$ cat src/qenc_pkg.sv
// Shared constants and types for the quadrature encoder output block.
package qenc_pkg;

  // Widths of the register port, the angle samples and the output position.
  localparam int ADDR_W  = 8;
  localparam int DATA_W  = 32;
  localparam int ANGLE_W = 14;
  localparam int POS_W   = 13;
  localparam int TIMER_W = 8;

  typedef logic [POS_W-1:0]   pos_type;
  typedef logic [ANGLE_W-1:0] angle_type;

  // Register offsets at their printed positions.
  localparam logic [ADDR_W-1:0] OFF_CONFIG = 8'h19;
  localparam logic [ADDR_W-1:0] OFF_HYST   = 8'h17;
  localparam logic [ADDR_W-1:0] OFF_STATUS = 8'h20;

  // Field positions in the configuration word.
  localparam int RES_LSB     = 0;
  localparam int IDX_LSB     = 4;
  localparam int DIRREV_BIT  = 6;
  localparam int INV_BIT     = 7;
  localparam int HYSTEN_BIT  = 12;
  localparam int SLEW_LSB    = 16;
  // Field positions in the hysteresis and status words.
  localparam int HYSTWIN_LSB = 12;
  localparam int WARN_BIT    = 0;
  localparam int PRIMED_BIT  = 1;
  localparam int POSRD_LSB   = 16;

  // Resolution code limits and reset values.
  localparam logic [3:0] RES_MIN       = 4'h3;
  localparam logic [3:0] RES_MAX       = 4'he;
  localparam logic [3:0] RES_RESET     = 4'h3;
  localparam logic [1:0] IDX_RESET     = 2'h0;
  localparam logic [5:0] SLEW_RESET    = 6'h08;
  localparam logic [5:0] HYSTWIN_RESET = 6'h00;

  // Timing: core clock period and the slew interval unit, both in ns.
  localparam int CLK_PERIOD_NS = 50;
  localparam int SLEW_UNIT_NS  = 125;

endpackage

$ cat src/quad_index_decode.sv
// Maps an output position to quadrature phase levels and the index level.
`timescale 1ns/1ps
module quad_index_decode (
  input  wire qenc_pkg::pos_type pos,
  input  wire qenc_pkg::pos_type mask,
  input  wire logic [1:0]        idxMode,
  output logic                   phaseA,
  output logic                   phaseB,
  output logic                   indexLevel
);

  qenc_pkg::pos_type width;

  // phase quarter lag.
  // Gray order 00, 01, 11, 10 keeps one phase change per state step.
  always_comb begin
    case (pos[1:0])
      2'h0: {phaseA, phaseB} = 2'b00;
      2'h1: {phaseA, phaseB} = 2'b01;
      2'h2: {phaseA, phaseB} = 2'b11;
      default: {phaseA, phaseB} = 2'b10;
    endcase
  end

  // width from index mode.
  // The width in states is clamped below one revolution so the pulse always falls.
  always_comb begin
    width = {11'h000, idxMode} + 13'h0001;
    if (width > mask) begin
      width = mask;
    end
  end

  // rising at zero.
  // A window starting at zero gives a rising edge there going up and a falling one going down.
  assign indexLevel = (pos < width);

endmodule

$ cat src/quadrature_encoder_output.sv
// Quadrature and index encoder output generator with edge slew limiting.
`timescale 1ns/1ps
module quadrature_encoder_output (
  input  wire logic                            sys_clk,
  input  wire logic                            rst,
  input  wire logic                            clkEn,
  input  wire qenc_pkg::angle_type             rawAngle,
  input  wire qenc_pkg::angle_type             hystAngle,
  input  wire logic                            sampleValid,
  input  wire logic [qenc_pkg::ADDR_W-1:0]     regAddr,
  input  wire logic [qenc_pkg::DATA_W-1:0]     regWdata,
  input  wire logic                            regWrite,
  input  wire logic                            regRead,
  output logic      [qenc_pkg::DATA_W-1:0]     regRdata,
  output logic                                 quadA,
  output logic                                 quadB,
  output logic                                 quadIndex,
  output logic                                 hysteresisEnable,
  output logic      [5:0]                      hysteresisWindow,
  output logic                                 slew_limit_warning
);

  ////////////////////////////////////////////////////////////////////////////////
  // State and helper functions.

  typedef struct packed {
    logic [3:0]         resCode;
    logic [1:0]         idxMode;
    logic               direction_reverse;
    logic               output_invert;
    logic               hystEn;
    logic [5:0]         edge_slew_interval;
    logic [5:0]         hystWin;
    logic               warn;
    qenc_pkg::angle_type angle;
    logic               primed;
    qenc_pkg::pos_type  pos;
    logic               phaseA;
    logic               phaseB;
    logic               index;
    logic [31:0]        rdata;
  } core_state_type;

  core_state_type s;
  core_state_type next_s;

  // clamp resolution code.
  // Factory and unused codes fall back to the nearest customer code.
  function automatic logic [3:0] usableCode(input logic [3:0] c);
    if (c < qenc_pkg::RES_MIN) begin
      usableCode = qenc_pkg::RES_MIN;
    end else if (c > qenc_pkg::RES_MAX) begin
      usableCode = qenc_pkg::RES_MAX;
    end else begin
      usableCode = c;
    end
  endfunction

  // reverse angle sense.
  // The reported angle is negated modulo one turn, then scaled to the state count.
  function automatic qenc_pkg::pos_type targetOf(input qenc_pkg::angle_type a,
                                                 input logic [3:0] c,
                                                 input logic rev);
    qenc_pkg::angle_type r;
    r = rev ? (14'h0000 - a) : a;
    targetOf = qenc_pkg::pos_type'(r >> (usableCode(c) - 4'h2));
  endfunction

  // beyond sample period.
  // A least time, so the cycle count is rounded up; code 63 reaches 8 us.
  function automatic logic [qenc_pkg::TIMER_W-1:0] slewCycles(input logic [5:0] c);
    int ns;
    ns = qenc_pkg::SLEW_UNIT_NS * (int'(c) + 1);
    slewCycles = (qenc_pkg::TIMER_W)'((ns + qenc_pkg::CLK_PERIOD_NS - 1)
                                       / qenc_pkg::CLK_PERIOD_NS);
  endfunction

  ////////////////////////////////////////////////////////////////////////////////
  // Position tracking and slew limiting.

  qenc_pkg::angle_type angleSel;
  qenc_pkg::pos_type   mask;
  qenc_pkg::pos_type   target;
  qenc_pkg::pos_type   targetIn;
  qenc_pkg::pos_type   diff;
  logic                backward;
  logic                singleStep;
  logic                slewOn;
  logic                timerDone;
  logic                stepPulse;
  logic                limiting;
  logic                decA;
  logic                decB;
  logic                decIndex;

  // back-fill hysteresis jumps.
  // The compensated angle jumps a whole window on reversal; the stepper below fills it in.
  assign angleSel = s.hystEn ? hystAngle : rawAngle;

  // Targets and the wrapped distance from the present output position.
  assign mask     = 13'h1fff >> (usableCode(s.resCode) - 4'h3);
  assign target   = targetOf(s.angle, s.resCode, s.direction_reverse);
  assign targetIn = targetOf(angleSel, s.resCode, s.direction_reverse);
  assign diff     = (target - s.pos) & mask;

  // wrapped direction sign.
  // A distance at or above half a turn is taken as the shorter way backwards.
  assign backward   = |(diff & ~(mask >> 1));
  assign singleStep = (diff == 13'h0001) || (diff == mask);

  assign slewOn = (s.edge_slew_interval != 6'h00);

  // one change per expiry.
  // A step is allowed only on an expired timer, and each step restarts it.
  assign stepPulse = clkEn && s.primed && slewOn && (diff != 13'h0000) && timerDone;

  // detect limiting.
  // Limiting means the output lags: a skipped state, or an edge that must wait.
  assign limiting = clkEn && s.primed && slewOn && (diff != 13'h0000)
                    && !(timerDone && singleStep);

  slew_timer u_slew_timer (
    .sys_clk      (sys_clk),
    .rst          (rst),
    .clkEn        (clkEn),
    .start        (stepPulse),
    .periodCycles (slewCycles(s.edge_slew_interval)),
    .done         (timerDone)
  );

  quad_index_decode u_quad_index_decode (
    .pos        (next_s.pos),
    .mask       (mask),
    .idxMode    (next_s.idxMode),
    .phaseA     (decA),
    .phaseB     (decB),
    .indexLevel (decIndex)
  );

  ////////////////////////////////////////////////////////////////////////////////
  // Next state.

  // Register port, sample capture and output stepping share one next-state process.
  always_comb begin
    next_s       = s;
    next_s.rdata = 32'h0000_0000;
    // Configuration writes; the status write clears the warning by writing one.
    if (regWrite) begin
      if (regAddr == qenc_pkg::OFF_CONFIG) begin
        next_s.resCode            = regWdata[qenc_pkg::RES_LSB +: 4];
        next_s.idxMode            = regWdata[qenc_pkg::IDX_LSB +: 2];
        next_s.direction_reverse  = regWdata[qenc_pkg::DIRREV_BIT];
        next_s.output_invert      = regWdata[qenc_pkg::INV_BIT];
        next_s.hystEn             = regWdata[qenc_pkg::HYSTEN_BIT];
        next_s.edge_slew_interval = regWdata[qenc_pkg::SLEW_LSB +: 6];
      end else if (regAddr == qenc_pkg::OFF_HYST) begin
        next_s.hystWin = regWdata[qenc_pkg::HYSTWIN_LSB +: 6];
      end else if (regAddr == qenc_pkg::OFF_STATUS) begin
        if (regWdata[qenc_pkg::WARN_BIT]) begin
          next_s.warn = 1'b0;
        end
      end
    end
    // Reads answer one cycle later; an unmapped address reads zero.
    if (regRead) begin
      if (regAddr == qenc_pkg::OFF_CONFIG) begin
        next_s.rdata[qenc_pkg::RES_LSB +: 4]  = s.resCode;
        next_s.rdata[qenc_pkg::IDX_LSB +: 2]  = s.idxMode;
        next_s.rdata[qenc_pkg::DIRREV_BIT]    = s.direction_reverse;
        next_s.rdata[qenc_pkg::INV_BIT]       = s.output_invert;
        next_s.rdata[qenc_pkg::HYSTEN_BIT]    = s.hystEn;
        next_s.rdata[qenc_pkg::SLEW_LSB +: 6] = s.edge_slew_interval;
      end else if (regAddr == qenc_pkg::OFF_HYST) begin
        next_s.rdata[qenc_pkg::HYSTWIN_LSB +: 6] = s.hystWin;
      end else if (regAddr == qenc_pkg::OFF_STATUS) begin
        next_s.rdata[qenc_pkg::WARN_BIT]          = s.warn;
        next_s.rdata[qenc_pkg::PRIMED_BIT]        = s.primed;
        next_s.rdata[qenc_pkg::POSRD_LSB +: 13]   = s.pos;
      end
    end
    // The latest sample is held so catch-up continues between samples.
    if (sampleValid) begin
      next_s.angle = angleSel;
    end
    // Drop position bits that a coarser resolution no longer uses, so the index
    // compare never sees stale high bits; a status read in the cycle right after the change can still return them.
    next_s.pos = s.pos & mask;
    if (!s.primed) begin
      if (sampleValid) begin
        next_s.pos    = targetIn;
        next_s.primed = 1'b1;
      end
    end else if (diff != 13'h0000) begin
      if (!slewOn) begin
        // Without limiting the output follows each sample at once.
        next_s.pos = target;
      end else if (stepPulse) begin
        if (backward) begin
          next_s.pos = (s.pos - 13'h0001) & mask;
        end else begin
          next_s.pos = (s.pos + 13'h0001) & mask;
        end
      end
    end
    // warning set wins.
    // Set is applied after the clear so an event in the clearing cycle is kept.
    if (limiting) begin
      next_s.warn = 1'b1;
    end
    // falling at zero.
    // Before the first sample the outputs rest at the idle level.
    if (next_s.primed) begin
      next_s.phaseA = decA ^ next_s.output_invert;
      next_s.phaseB = decB ^ next_s.output_invert;
      next_s.index  = decIndex ^ next_s.output_invert;
    end else begin
      next_s.phaseA = next_s.output_invert;
      next_s.phaseB = next_s.output_invert;
      next_s.index  = next_s.output_invert;
    end
  end

  // State register; everything freezes while the clock enable is low.
  always_ff @(posedge sys_clk) begin
    if (rst) begin
      s                    <= '0;
      s.resCode            <= qenc_pkg::RES_RESET;
      s.idxMode            <= qenc_pkg::IDX_RESET;
      s.edge_slew_interval <= qenc_pkg::SLEW_RESET;
      s.hystWin            <= qenc_pkg::HYSTWIN_RESET;
    end else if (clkEn) begin
      s <= next_s;
    end
  end

  // Outputs come straight from the state register.
  assign regRdata           = s.rdata;
  assign quadA              = s.phaseA;
  assign quadB              = s.phaseB;
  assign quadIndex          = s.index;
  assign hysteresisEnable   = s.hystEn;
  assign hysteresisWindow   = s.hystWin;
  assign slew_limit_warning = s.warn;
endmodule

$ cat src/slew_timer.sv
// Down counter that paces output edges while slew limiting is active.
`timescale 1ns/1ps
module slew_timer (
  input  wire logic                               sys_clk,
  input  wire logic                               rst,
  input  wire logic                               clkEn,
  input  wire logic                               start,
  input  wire logic [qenc_pkg::TIMER_W-1:0]       periodCycles,
  output logic                                    done
);

  typedef struct packed {
    logic [qenc_pkg::TIMER_W-1:0] count;
  } timer_state_type;

  timer_state_type s;
  timer_state_type next_s;

  // Loading period minus one puts the next permitted edge exactly one period later.
  always_comb begin
    next_s = s;
    if (start) begin
      next_s.count = periodCycles - 8'h01;
    end else if (s.count != 8'h00) begin
      next_s.count = s.count - 8'h01;
    end
  end

  // State register, frozen while the clock enable is low.
  always_ff @(posedge sys_clk) begin
    if (rst) begin
      s <= '0;
    end else if (clkEn) begin
      s <= next_s;
    end
  end

  // Expiry is a level so a pending step can wait for it.
  assign done = (s.count == 8'h00);

endmodule

$ cat config.mk
export PLATFORM = sky130hd
export DESIGN_NAME = quadrature_encoder_output
export DESIGN_NICKNAME = d
export VERILOG_FILES = /design/src/qenc_pkg.sv /design/src/quad_index_decode.sv /design/src/quadrature_encoder_output.sv /design/src/slew_timer.sv
export SDC_FILE = /design/constraint.sdc
export NUM_CORES = 1
export LEC_CHECK = 0
export ABC_AREA = 1
export BUFFER_PORTS_ARGS = -buffer_cell sky130_fd_sc_hd__buf_2
export CAP_MARGIN = 20
export CORE_ASPECT_RATIO = 0.7
export CORE_UTILIZATION = 55
export DETAILED_ROUTE_END_ITERATION = 8
export PLACE_DENSITY_LB_ADDON = 0.08
export SYNTH_ARGS = -nofsm -noshare
export SYNTH_HDL_FRONTEND = slang
export SYNTH_SLANG_ARGS = --single-unit
$ cat constraint.sdc
create_clock -name sys_clk -period 24.5 [get_ports sys_clk]
set_clock_uncertainty 0.1 [all_clocks]
set_input_delay 0 -clock sys_clk [delete_from_list [all_inputs] [get_ports sys_clk]]
set_output_delay 0 -clock sys_clk [all_outputs]
set_load 0.01 [all_outputs]
==> impl_metrics.tcl, run 1 <==
set metrics [dict create \
    status "finished, final reports clean" \
    use_met1_pct 50.5 \
    ir_worst_vdd_mv 0.0315 \
    wl_per_cell_microns 15.2 \
    power_density_mw_per_mm2 45.4 \
    ys_seq_area_share_pct 15.0 \
    cp_slowest_stage_delay_ns 0.64 \
    die_height_microns 123 \
    crit_top_cell "nand2_2" \
    clockBufferDepth 2 \
    crit_arrival_ns 11.78 \
    fp-row-count 43 \
    met3_usage_pct 6.26 \
    place_area_sq_mm 0.0119 \
    whs_ns 0.0190 \
    gp_congestion 0.988 \
    grt.met2_usage_pct 44.3 \
    min_from "hystAngle[9]" \
    grt_max_degree 53 \
    startpoint_type "flop" \
    total_power_uw 573 \
    cts_made_buffers 9 \
    ys_async_sr_fraction_pct 0 \
    ios 117 \
    clkLatencyLatePin_ns 0.36 \
    drtIter0Drc 1246 \
    crit_path_end_kind "flop" \
    fillers 1925 \
    nNetsFinal 2135 \
    drc 0 \
    critPathLaunch "s[71]$_SDFFE_PP0P_" \
    min_path_cells 4 \
    ys.flop_type "dfxtp_1" \
    min_to "s[58]$_SDFFE_PP0P_" \
    grt_antenna_before_repair 0 \
    register_area_sq_mm 0.00172 \
    grt_pass1_wl_microns 54400 \
    critPathSlowestCell "fa_1" \
    cap_viol_max_count 0 \
    max_freq_mhz 86.0 \
    setup_violations 0 \
    fp.dieArea_sq_mm 0.0214 \
    clock-sinks 86 \
    synth_seq_cells 86 \
    final_util_pct 62.7 \
    clk_pin_slew_worst_paths_ns 0.07 \
    crit_path_max_fanout 28 \
    area_delta_synth_final_pct 10.1 \
    drt-pass1-iter-count 7 \
    rsz0062_at_grt "false" \
    relSlewSlack_pct 28.4 \
    synth_edf_count 0 \
    worstRegToRegCells 77 \
    yosysWarnings 0 \
    cts-htree-levels 3 \
    synth.cell_area_sq_mm 0.0115 \
    power_leakage_uw 0.00648 \
    wl_microns 33900 \
    cts_tree "built" \
    final_cell_area_sq_mm 0.0126 \
    drive_gt1_share_pct 11.8 \
    setup_tns_ns 0 \
    start_util_pct 56.9 \
    ant_nets 0 \
    diodes 0 \
    hp-class "input port to flop" \
    drv_slew 0 \
    tightest_slew_ns 1.07 \
    reg2reg_slack_ns 12.87 \
    track_usage_pct 31.9 \
    dp_hpwl_microns 27000 \
    period_share_pct 47.5 \
    reg2reg_to "u_slew_timer.s[6]$_SDFFE_PP0P_" \
    synthCells 1873 \
    synth_cell_types 63 \
    fin_crit_ns 11.63 \
    path_class "flop to flop" \
    overflow 0 \
    viasPerCell 5.49 \
    top_usage_layer "met1" \
    core_area_sq_mm 0.0201 \
    avgSynthCellArea_sq_um 6.11 \
    root_buffer "clkbuf_16" \
    dieWidth_microns 174 \
    timing.rr.start "s[71]$_SDFFE_PP0P_" \
    multi_input_area_sq_mm 0.00825 \
    grt_pass1_vias 10600 \
    required_ns 24.65 \
    io_buffer_count 95 \
    vias 12200 \
    hold_viol 0 \
]
==> metrics by stage <==
step | worst slack [ns] | std cells
after floorplan | 14.69 | 1888
after global placement | 13.21 | 2174
after detailed placement | 12.96 | 2174
after CTS | 12.89 | 2231
after global routing | 11.68 | 2231
final | 12.87 | 2231
==> flip-flops by register name, summed over array words and instances, names as in the netlist <==
signal and count:
s 42, regRdata 25, u_slew_timer.s 8, hysteresisWindow 6
hysteresisEnable 1, quadA 1, quadB 1, quadIndex 1
slew_limit_warning 1
==> worst max path at each step <==
| stage | to | slack, ns | depth (start not counted) |
|---|---|---|---|
| 3_5_place_dp | u_slew_timer.s[6]$_SDFFE_PP0P_ | 12.96 | 77 |
| 5_1_grt | u_slew_timer.s[6]$_SDFFE_PP0P_ | 11.68 | 81 |
| 4_1_cts | u_slew_timer.s[6]$_SDFFE_PP0P_ | 12.89 | 77 |
| 6_report | u_slew_timer.s[6]$_SDFFE_PP0P_ | 12.87 | 77 |
| 3_3_place_gp | u_slew_timer.s[6]$_SDFFE_PP0P_ | 13.21 | 77 |
| 2_1_floorplan | u_slew_timer.s[6]$_SDFFE_PP0P_ | 14.69 | 77 |
==> worst max-delay path: cells and delay by family (launching register included) <==
kind | cells | cell delay [ns]
compound gates | 4 | 0.69
fa+ha+maj | 7 | 2.77
simple gates | 58 | 6.76
flops | 1 | 0.53
buf+inv | 8 | 0.65
==> repair_timing <==
action,in CTS,in global routing
gates resized for setup,0,0
setup endpoints to repair,0,0
hold endpoints to repair,35,0
hold buffers,41,0
buffers inserted,0,0
==> power by group <==
| part | switching, uW | leakage (uW) | internal [uW] | total, uW |
|---|---|---|---|---|
| Sequential | 7.49 | 0.000702 | 147 | 155 |
| Clock | 68.2 | 0.000148 | 72.5 | 141 |
| Combinational | 181 | 0.00563 | 96.5 | 277 |
| Total | 257 | 0.00648 | 316 | 573 |
==> cell usage after synthesis, types with 3 or more instances <==
cell type | number | area, sq um
a2111oi_0 | 4 | 35.0
a211oi_1 | 6 | 45.0
a21oi_1 | 109 | 546
a21oi_2 | 3 | 26.3
a221oi_1 | 8 | 70.1
a22oi_1 | 4 | 30.0
a31oi_1 | 4 | 25.0
buf_1 | 3 | 11.3
buf_2 | 4 | 20.0
buf_4 | 38 | 285
clkbuf_1 | 40 | 150
clkinv_1 | 7 | 26.3
dfxtp_1 | 86 | 1720
fa_1 | 17 | 340
ha_1 | 88 | 1100
inv_1 | 267 | 1000
inv_2 | 10 | 37.5
mux2i_1 | 16 | 160
nand2_1 | 430 | 1610
nand2_2 | 42 | 263
nand2_4 | 8 | 90.1
nand3_1 | 100 | 500
nand3_2 | 9 | 90.1
nand3b_1 | 3 | 22.5
nand4_1 | 20 | 125
nand4_2 | 7 | 87.6
nor2_1 | 174 | 653
nor2_2 | 9 | 56.3
nor2_4 | 3 | 33.8
nor3_1 | 21 | 105
nor4_1 | 10 | 62.6
o211ai_1 | 27 | 203
o21ai_0 | 157 | 786
o21ai_1 | 8 | 40.0
o21bai_1 | 9 | 67.6
o221ai_1 | 5 | 43.8
o22ai_1 | 9 | 56.3
o31ai_1 | 6 | 45.0
or2_2 | 14 | 87.6
xnor2_1 | 11 | 96.3
xor2_1 | 50 | 438
==> final cells by class <==
cell class | instances | share of cell area, %
multi-input combinational | 1432 | 65.4
timing repair buffer | 142 | 7.38
inverter | 285 | 8.50
clock inverter | 7 | 0.585
sequential | 86 | 13.7
clock buffer | 9 | 1.79
tap | 270 | 2.68
==> logic make-up after synthesis <==
kind of cell	share of synthesized area (%)
other	0.0656
flip-flops	15.0
buffers and inverters	13.4
AO/OA/AOI/OAI	19.1
XOR/XNOR	4.67
multiplexers	1.40
adder cells (fa/ha/maj)	12.6
AND/OR/NAND/NOR	33.7
==> cells in the final DEF, fill, tap and decap left out, drive strengths merged, types with 50 or more instances in the layout <==
master  Yosys  routed
o21ai     165     165
dfxtp      86      86
xor2       50      50
nand2     480     480
buf        45     101
ha         88      88
inv       278     283
nor2      186     186
a21oi     112     112
nand3     109     109
==> metal layers <==
layer	part of all wire (%)	wire length, microns	vias to the layer above
li1	-	-	6262
met1	53	17800	5494
met2	38	12900	476
met3	8.7	2960	17
met4	0.53	181	0
met5	0	0	-
No activity file was read; power rests on OpenSTA's default activity.
==> inputs of run 2 (changes only) <==
Clock period 24.5 ns to 10.2 ns, I/O delays scaled along.
==> run 2 against run 1 <==
The run now ends with negative hold slack, negative setup slack left. Sequential power increased by 140%. Register-to-register slack got worse by 13 ns. Setup slack worse by 13 ns. Critical path depth is 1 lower. First-iteration DRC count increased by 9.8%.
==> impl_metrics.tcl, run 2 (synthesis results as in run 1) <==
set metrics [dict create \
    status "complete, but fails checks" \
    violations "negative hold slack, negative setup slack" \
    drive_gt1_share_pct 28.6 \
    tightest_slew_ns 1.09 \
    vias 13400 \
    grt_pass1_vias 11600 \
    fp.dieArea_sq_mm 0.0214 \
    track_usage_pct 34.1 \
    dp_hpwl_microns 28500 \
    dieWidth_microns 174 \
    hp-class "input port to flop" \
    place_area_sq_mm 0.0128 \
    wl_per_cell_microns 16.3 \
    relSlewSlack_pct 27.2 \
    final_cell_area_sq_mm 0.0151 \
    path_class "flop to flop" \
    largest_reg_flops 42 \
    root_buffer "clkbuf_16" \
    reg2reg_slack_ns -0.07 \
    startpoint_type "flop" \
    nNetsFinal 2302 \
    period_share_pct 101 \
    cts_tree "built" \
    min_path_cells 4 \
    cap_viol_max_count 0 \
    ir_worst_vdd_mv 0.0856 \
    drv_slew 0 \
    worst_slack_ns -0.0721 \
    power_density_mw_per_mm2 109 \
    ant_nets 0 \
    clock-sinks 86 \
    max_freq_mhz 97.4 \
    drtIter0Drc 1368 \
    cp_slowest_stage_delay_ns 0.56 \
    ios 117 \
    whs_ns -0.0000888 \
    top_register "s" \
    critPathSlowestCell "fa_1" \
    final_common_cell "nand2_1" \
    overflow 0 \
    gp_congestion 1.02 \
    power_leakage_uw 0.00749 \
    area_delta_synth_final_pct 32.1 \
    hold_viol 1 \
    drc 0 \
    grt_antenna_before_repair 0 \
    die_height_microns 123 \
    crit_path_max_fanout 6 \
    cts-htree-levels 3 \
    fillers 1615 \
    grt_max_degree 53 \
    grt_pass1_wl_microns 58600 \
    rsz0062_at_grt "true" \
    setup_tns_ns -0.144 \
    io_buffer_count 95 \
    crit_path_end_kind "flop" \
    clk_pin_slew_worst_paths_ns 0.08 \
    clockBufferDepth 2 \
    final_cell_mix "360 x nand2_1, 241 x inv_1, 164 x buf_4" \
    cts_made_buffers 9 \
    drt-pass1-iter-count 8 \
    crit_arrival_ns 10.43 \
    setup_violations 4 \
    total_power_uw 1650 \
    fp-row-count 43 \
    viasPerCell 5.59 \
    crit_top_cell "nand2_1" \
    clkLatencyLatePin_ns 0.37 \
    wl_microns 39100 \
    start_util_pct 56.9 \
    required_ns 10.36 \
    worstRegToRegCells 76 \
    diodes 0 \
    fin_crit_ns 10.27 \
    core_area_sq_mm 0.0201 \
]
## run 2: changes by cell type in the layout (fill, tap and decap cells not counted), moves of 22 or more
| cell | change |
|---|---|
| buf_4 | +158 |
| inv_1 | -26 |
| inv_2 | +24 |
| nand2_1 | -70 |
| nand2_2 | +32 |
| nand2_4 | +35 |
| nor2_1 | -23 |
| o21ai_0 | -22 |
## run 2: area by class of cell
cell class	instances	area [sq um]	share of cell area (%)
multi-input cells	1432	9460	62.5
repair buffers	308	2210	14.6
flip-flops and latches	86	1730	11.4
inverters	285	1080	7.17
well taps	270	338	2.23
clock buffers	9	225	1.49
clock inverters	7	78.8	0.521
repair inverters	1	5.00	0.0331
## run 2: per-stage QoR
| stage | setup slack, ns | util [%] | instances |
|---|---|---|---|
| after floorplan | 0.393 | - | 1888 |
| after global placement | 0.0252 | 63.4 | 2289 |
| after detailed placement | -0.436 | 63.4 | 2289 |
| final | -0.0721 | 75.2 | 2398 |
| after CTS | 0.0106 | 68.6 | 2349 |
| after global routing | -0.690 | 75.2 | 2398 |
## run 2: where the power goes
group | leakage (uW) | switching (uW) | internal [uW] | total, uW
combinational | 0.00664 | 539 | 395 | 934
sequential | 0.000704 | 19.1 | 353 | 372
clock | 0.000151 | 172 | 176 | 348
total | 0.00749 | 730 | 924 | 1650
## run 2: worst max-delay path, delay by kind of cell, from the launching register on
family,cells,cell delay (ns)
compound gates,4,0.61
xor+xnor,1,0.15
fa+ha+maj,6,2.25
buf+inv,12,1.22
flops,1,0.53
simple gates,53,5.29
## run 2: path summary, 6_finish.rpt
kind | to | startpoint
max | u_slew_timer.s[6]$_SDFFE_PP0P_ | s[74]$_SDFFE_PP0P_
min | s[60]$_SDFFE_PP0P_ | hystAngle[11]
max reg2reg | u_slew_timer.s[6]$_SDFFE_PP0P_ | s[74]$_SDFFE_PP0P_
min reg2reg | regRdata[25]$_SDFFE_PP0P_ | regRdata[25]$_SDFFE_PP0P_
## run 2: timing repair
item                       4_1_cts  5_1_grt
setup endpoints to repair        6        8
hold buffers                    41        0
hold endpoints to repair        36        0
gates cloned                     0        1
setup buffers                    3       48
resized for setup               65      265
pin swaps                       25      161
## run 2: metal layers
layer  GRT usage [%]  part of all wire [%]
met1            51.1                    47
met2            50.3                    42
met3            7.62                    10
met4            4.61                   1.1
met5               0                     0
==> inputs of run 3 (changes only) <==
Settings changed: SYNTH_HIERARCHICAL from default to 1.
==> run 3 against run 2 <==
The flow finishes with violations (negative setup slack). Setup slack got worse by 0.23 ns. Critical path type unchanged. Final area rose by 2.7%. Hold slack improved by 0.017 ns. Die area rose by 3.6%. Register-to-register slack got worse by 0.23 ns. Flip-flop and latch count did not move. Core utilization fell by 0.89 points. Clock power barely moved. Final cell count rose by 3.5%. Critical endpoint is now u_slew_timer/s[7]$_SDFFE_PP0P_. First-iteration DRC count rose by 5.6%. Global-route usage fell by 0.17 points. Via count rose by 4.0%.
==> impl_metrics.tcl, run 3 <==
set metrics [dict create \
    status "complete, but fails checks" \
    violations "negative setup slack" \
    synth_top_area_cell "dfxtp_1" \
    start_util_pct 56.7 \
    multi_input_area_sq_mm 0.00966 \
    drc 0 \
    worst_slack_ns -0.302 \
    cap_viol_max_count 0 \
    hp-class "input port to flop" \
    crit_arrival_ns 10.67 \
    fillers 1672 \
    drv_slew 0 \
    ir_worst_vdd_mv 0.107 \
    path_class "flop to flop" \
    reg2reg_slack_ns -0.30 \
    crit_path_end_kind "flop" \
    top_register "s" \
    dp_hpwl_microns 29000 \
    tightest_slew_ns 0.822 \
    io_buffer_count 95 \
    viasPerCell 5.61 \
    synth.cell_area_sq_mm 0.0119 \
    drive_gt1_share_pct 27.5 \
    cp_slowest_stage_delay_ns 0.58 \
    hold_viol 0 \
    startpoint_type "flop" \
    power_density_mw_per_mm2 113 \
    grt_antenna_before_repair 0 \
    register_area_sq_mm 0.00173 \
    whs_ns 0.0172 \
    drtIter0Drc 1445 \
    vias 13900 \
    grt_pass1_vias 12100 \
    wl_microns 40200 \
    crit_path_max_fanout 6 \
    fp-row-count 44 \
    ant_nets 0 \
    avgSynthCellArea_sq_um 6.10 \
    clock-sinks 86 \
    fin_crit_ns 10.50 \
    final_common_cell "nand2_1" \
    yosysMostFrequentCell "nand2_1" \
    die_height_microns 125 \
    critPathSlowestCell "fa_2" \
    synth_top_area_share_pct 14.5 \
    root_buffer "clkbuf_16" \
    synthCells 1944 \
    final_cell_mix "379 x nand2_1, 257 x inv_1, 165 x nor2_1" \
    cts_made_buffers 9 \
    synth_edf_count 0 \
    track_usage_pct 33.9 \
    cts-htree-levels 3 \
    ios 117 \
    ys_seq_area_share_pct 14.5 \
    period_share_pct 103 \
    required_ns 10.37 \
    relSlewSlack_pct 45.0 \
    drt-pass1-iter-count 6 \
    total_power_uw 1760 \
    core_area_sq_mm 0.0209 \
    overflow 0 \
    synth_cell_types 62 \
    grt_max_degree 53 \
    ys.flop_type "dfxtp_1" \
    rsz0062_at_grt "true" \
    synth_commonest_cells "445 x nand2_1, 277 x inv_1, 184 x nor2_1" \
    grt_pass1_wl_microns 60400 \
    wl_per_cell_microns 16.2 \
    gp_congestion 0.986 \
    clkLatencyLatePin_ns 0.37 \
    largest_reg_flops 42 \
    synthTopCellsByArea "dfxtp_1 15%, nand2_1 14%, ha_1 9.7%" \
    ys_async_sr_fraction_pct 0 \
    worst_path_dominant_cell_family "simple AND/OR/NAND/NOR gates" \
    synth_seq_cells 86 \
    dieWidth_microns 178 \
    cts_tree "built" \
    worst-path-buf-inv 16 \
    setup_violations 6 \
    max_freq_mhz 95.2 \
    fp.dieArea_sq_mm 0.0222 \
    power_leakage_uw 0.00774 \
    nNetsFinal 2385 \
    clk_pin_slew_worst_paths_ns 0.08 \
    diodes 0 \
    yosysWarnings 6 \
    clockBufferDepth 2 \
    area_delta_synth_final_pct 30.9 \
]
run 3: cell types whose count changed after synthesis, moves of 7 or more:
cell      delta
xnor2_1      +8
inv_1       +10
nand2_4     +10
a221oi_1     -7
o21ai_0      -7
o211ai_1     -7
nand2_1     +15
nor2_1      +10
nand3_1      +8
nor4_1       -7
run 3: logic make-up after synthesis:
kind of cell | count (synthesis) | share of synthesized area, %
other | 2 | 0.0633
DFF | 86 | 14.5
and+or+nand+nor | 900 | 34.7
muxes | 10 | 0.844
xor gates and xnor gates | 64 | 4.72
buffers and inverters | 388 | 13.6
adders and majority gates | 109 | 12.6
AOI/OAI and AO/OA | 385 | 19.0
run 3: layout make-up:
| cell class | count | area share, % |
|---|---|---|
| clock buffer | 9 | 1.45 |
| clock inverter | 7 | 0.459 |
| timing repair buffer | 319 | 15.2 |
| sequential | 86 | 11.1 |
| tap | 276 | 2.22 |
| multi-input combinational | 1485 | 62.2 |
| inverter | 301 | 7.38 |
run 3: metal layers:
layer	part of all wire, %	track usage [%]
met5	0	0
met1	47	52.9
met4	1.4	6.59
met3	9.9	6.56
met2	42	47.2
run 3: tightest hold or removal path, stage by stage:
cell and delay, ns:
buf_2 0.07, or2_2 0.09, o21ai_0 0.14, a21oi_1 0.15
run 3: stage by stage:
stage          instance area, sq um  utilization [%]  cells  setup slack [ns]  TNS, ns
2_1_floorplan                 11900                -   1959            0.0418        0
3_3_place_gp                  13200             63.3   2372            -0.219   -0.439
3_5_place_dp                  13200             63.3   2372            -0.712    -3.58
4_1_cts                       14500             69.2   2450           0.00920        0
5_1_grt                       15500             74.3   2483            -0.977    -5.72
6_report                      15500             74.3   2483            -0.302   -0.922
run 3: report_power, final:
part	switching (uW)	total, uW	internal, uW
registers	18.0	371	353
logic	610	1040	431
clock network	177	350	173
total	805	1760	957
run 3: timing repair:
| item | in CTS | in global routing |
|---|---|---|
| hold buffers | 42 | 0 |
| endpoints found under the hold margin | 37 | 0 |
| pin swaps | 47 | 128 |
| setup buffers | 20 | 33 |
| gates cloned | 0 | 0 |
| setup endpoints to repair | 7 | 9 |
| gates resized for setup | 86 | 192 |
run 3: final timing paths:
check | from | to | cells after the start
setup / recovery | s[70]$_SDFFE_PP0P_ | u_slew_timer/s[7]$_SDFFE_PP0P_ | 85
hold / removal | hystAngle[5] | s[54]$_SDFFE_PP0P_ | 4
setup reg to reg | s[70]$_SDFFE_PP0P_ | u_slew_timer/s[7]$_SDFFE_PP0P_ | 85
hold reg to reg | regRdata[25]$_SDFFE_PP0P_ | regRdata[25]$_SDFFE_PP0P_ | 2
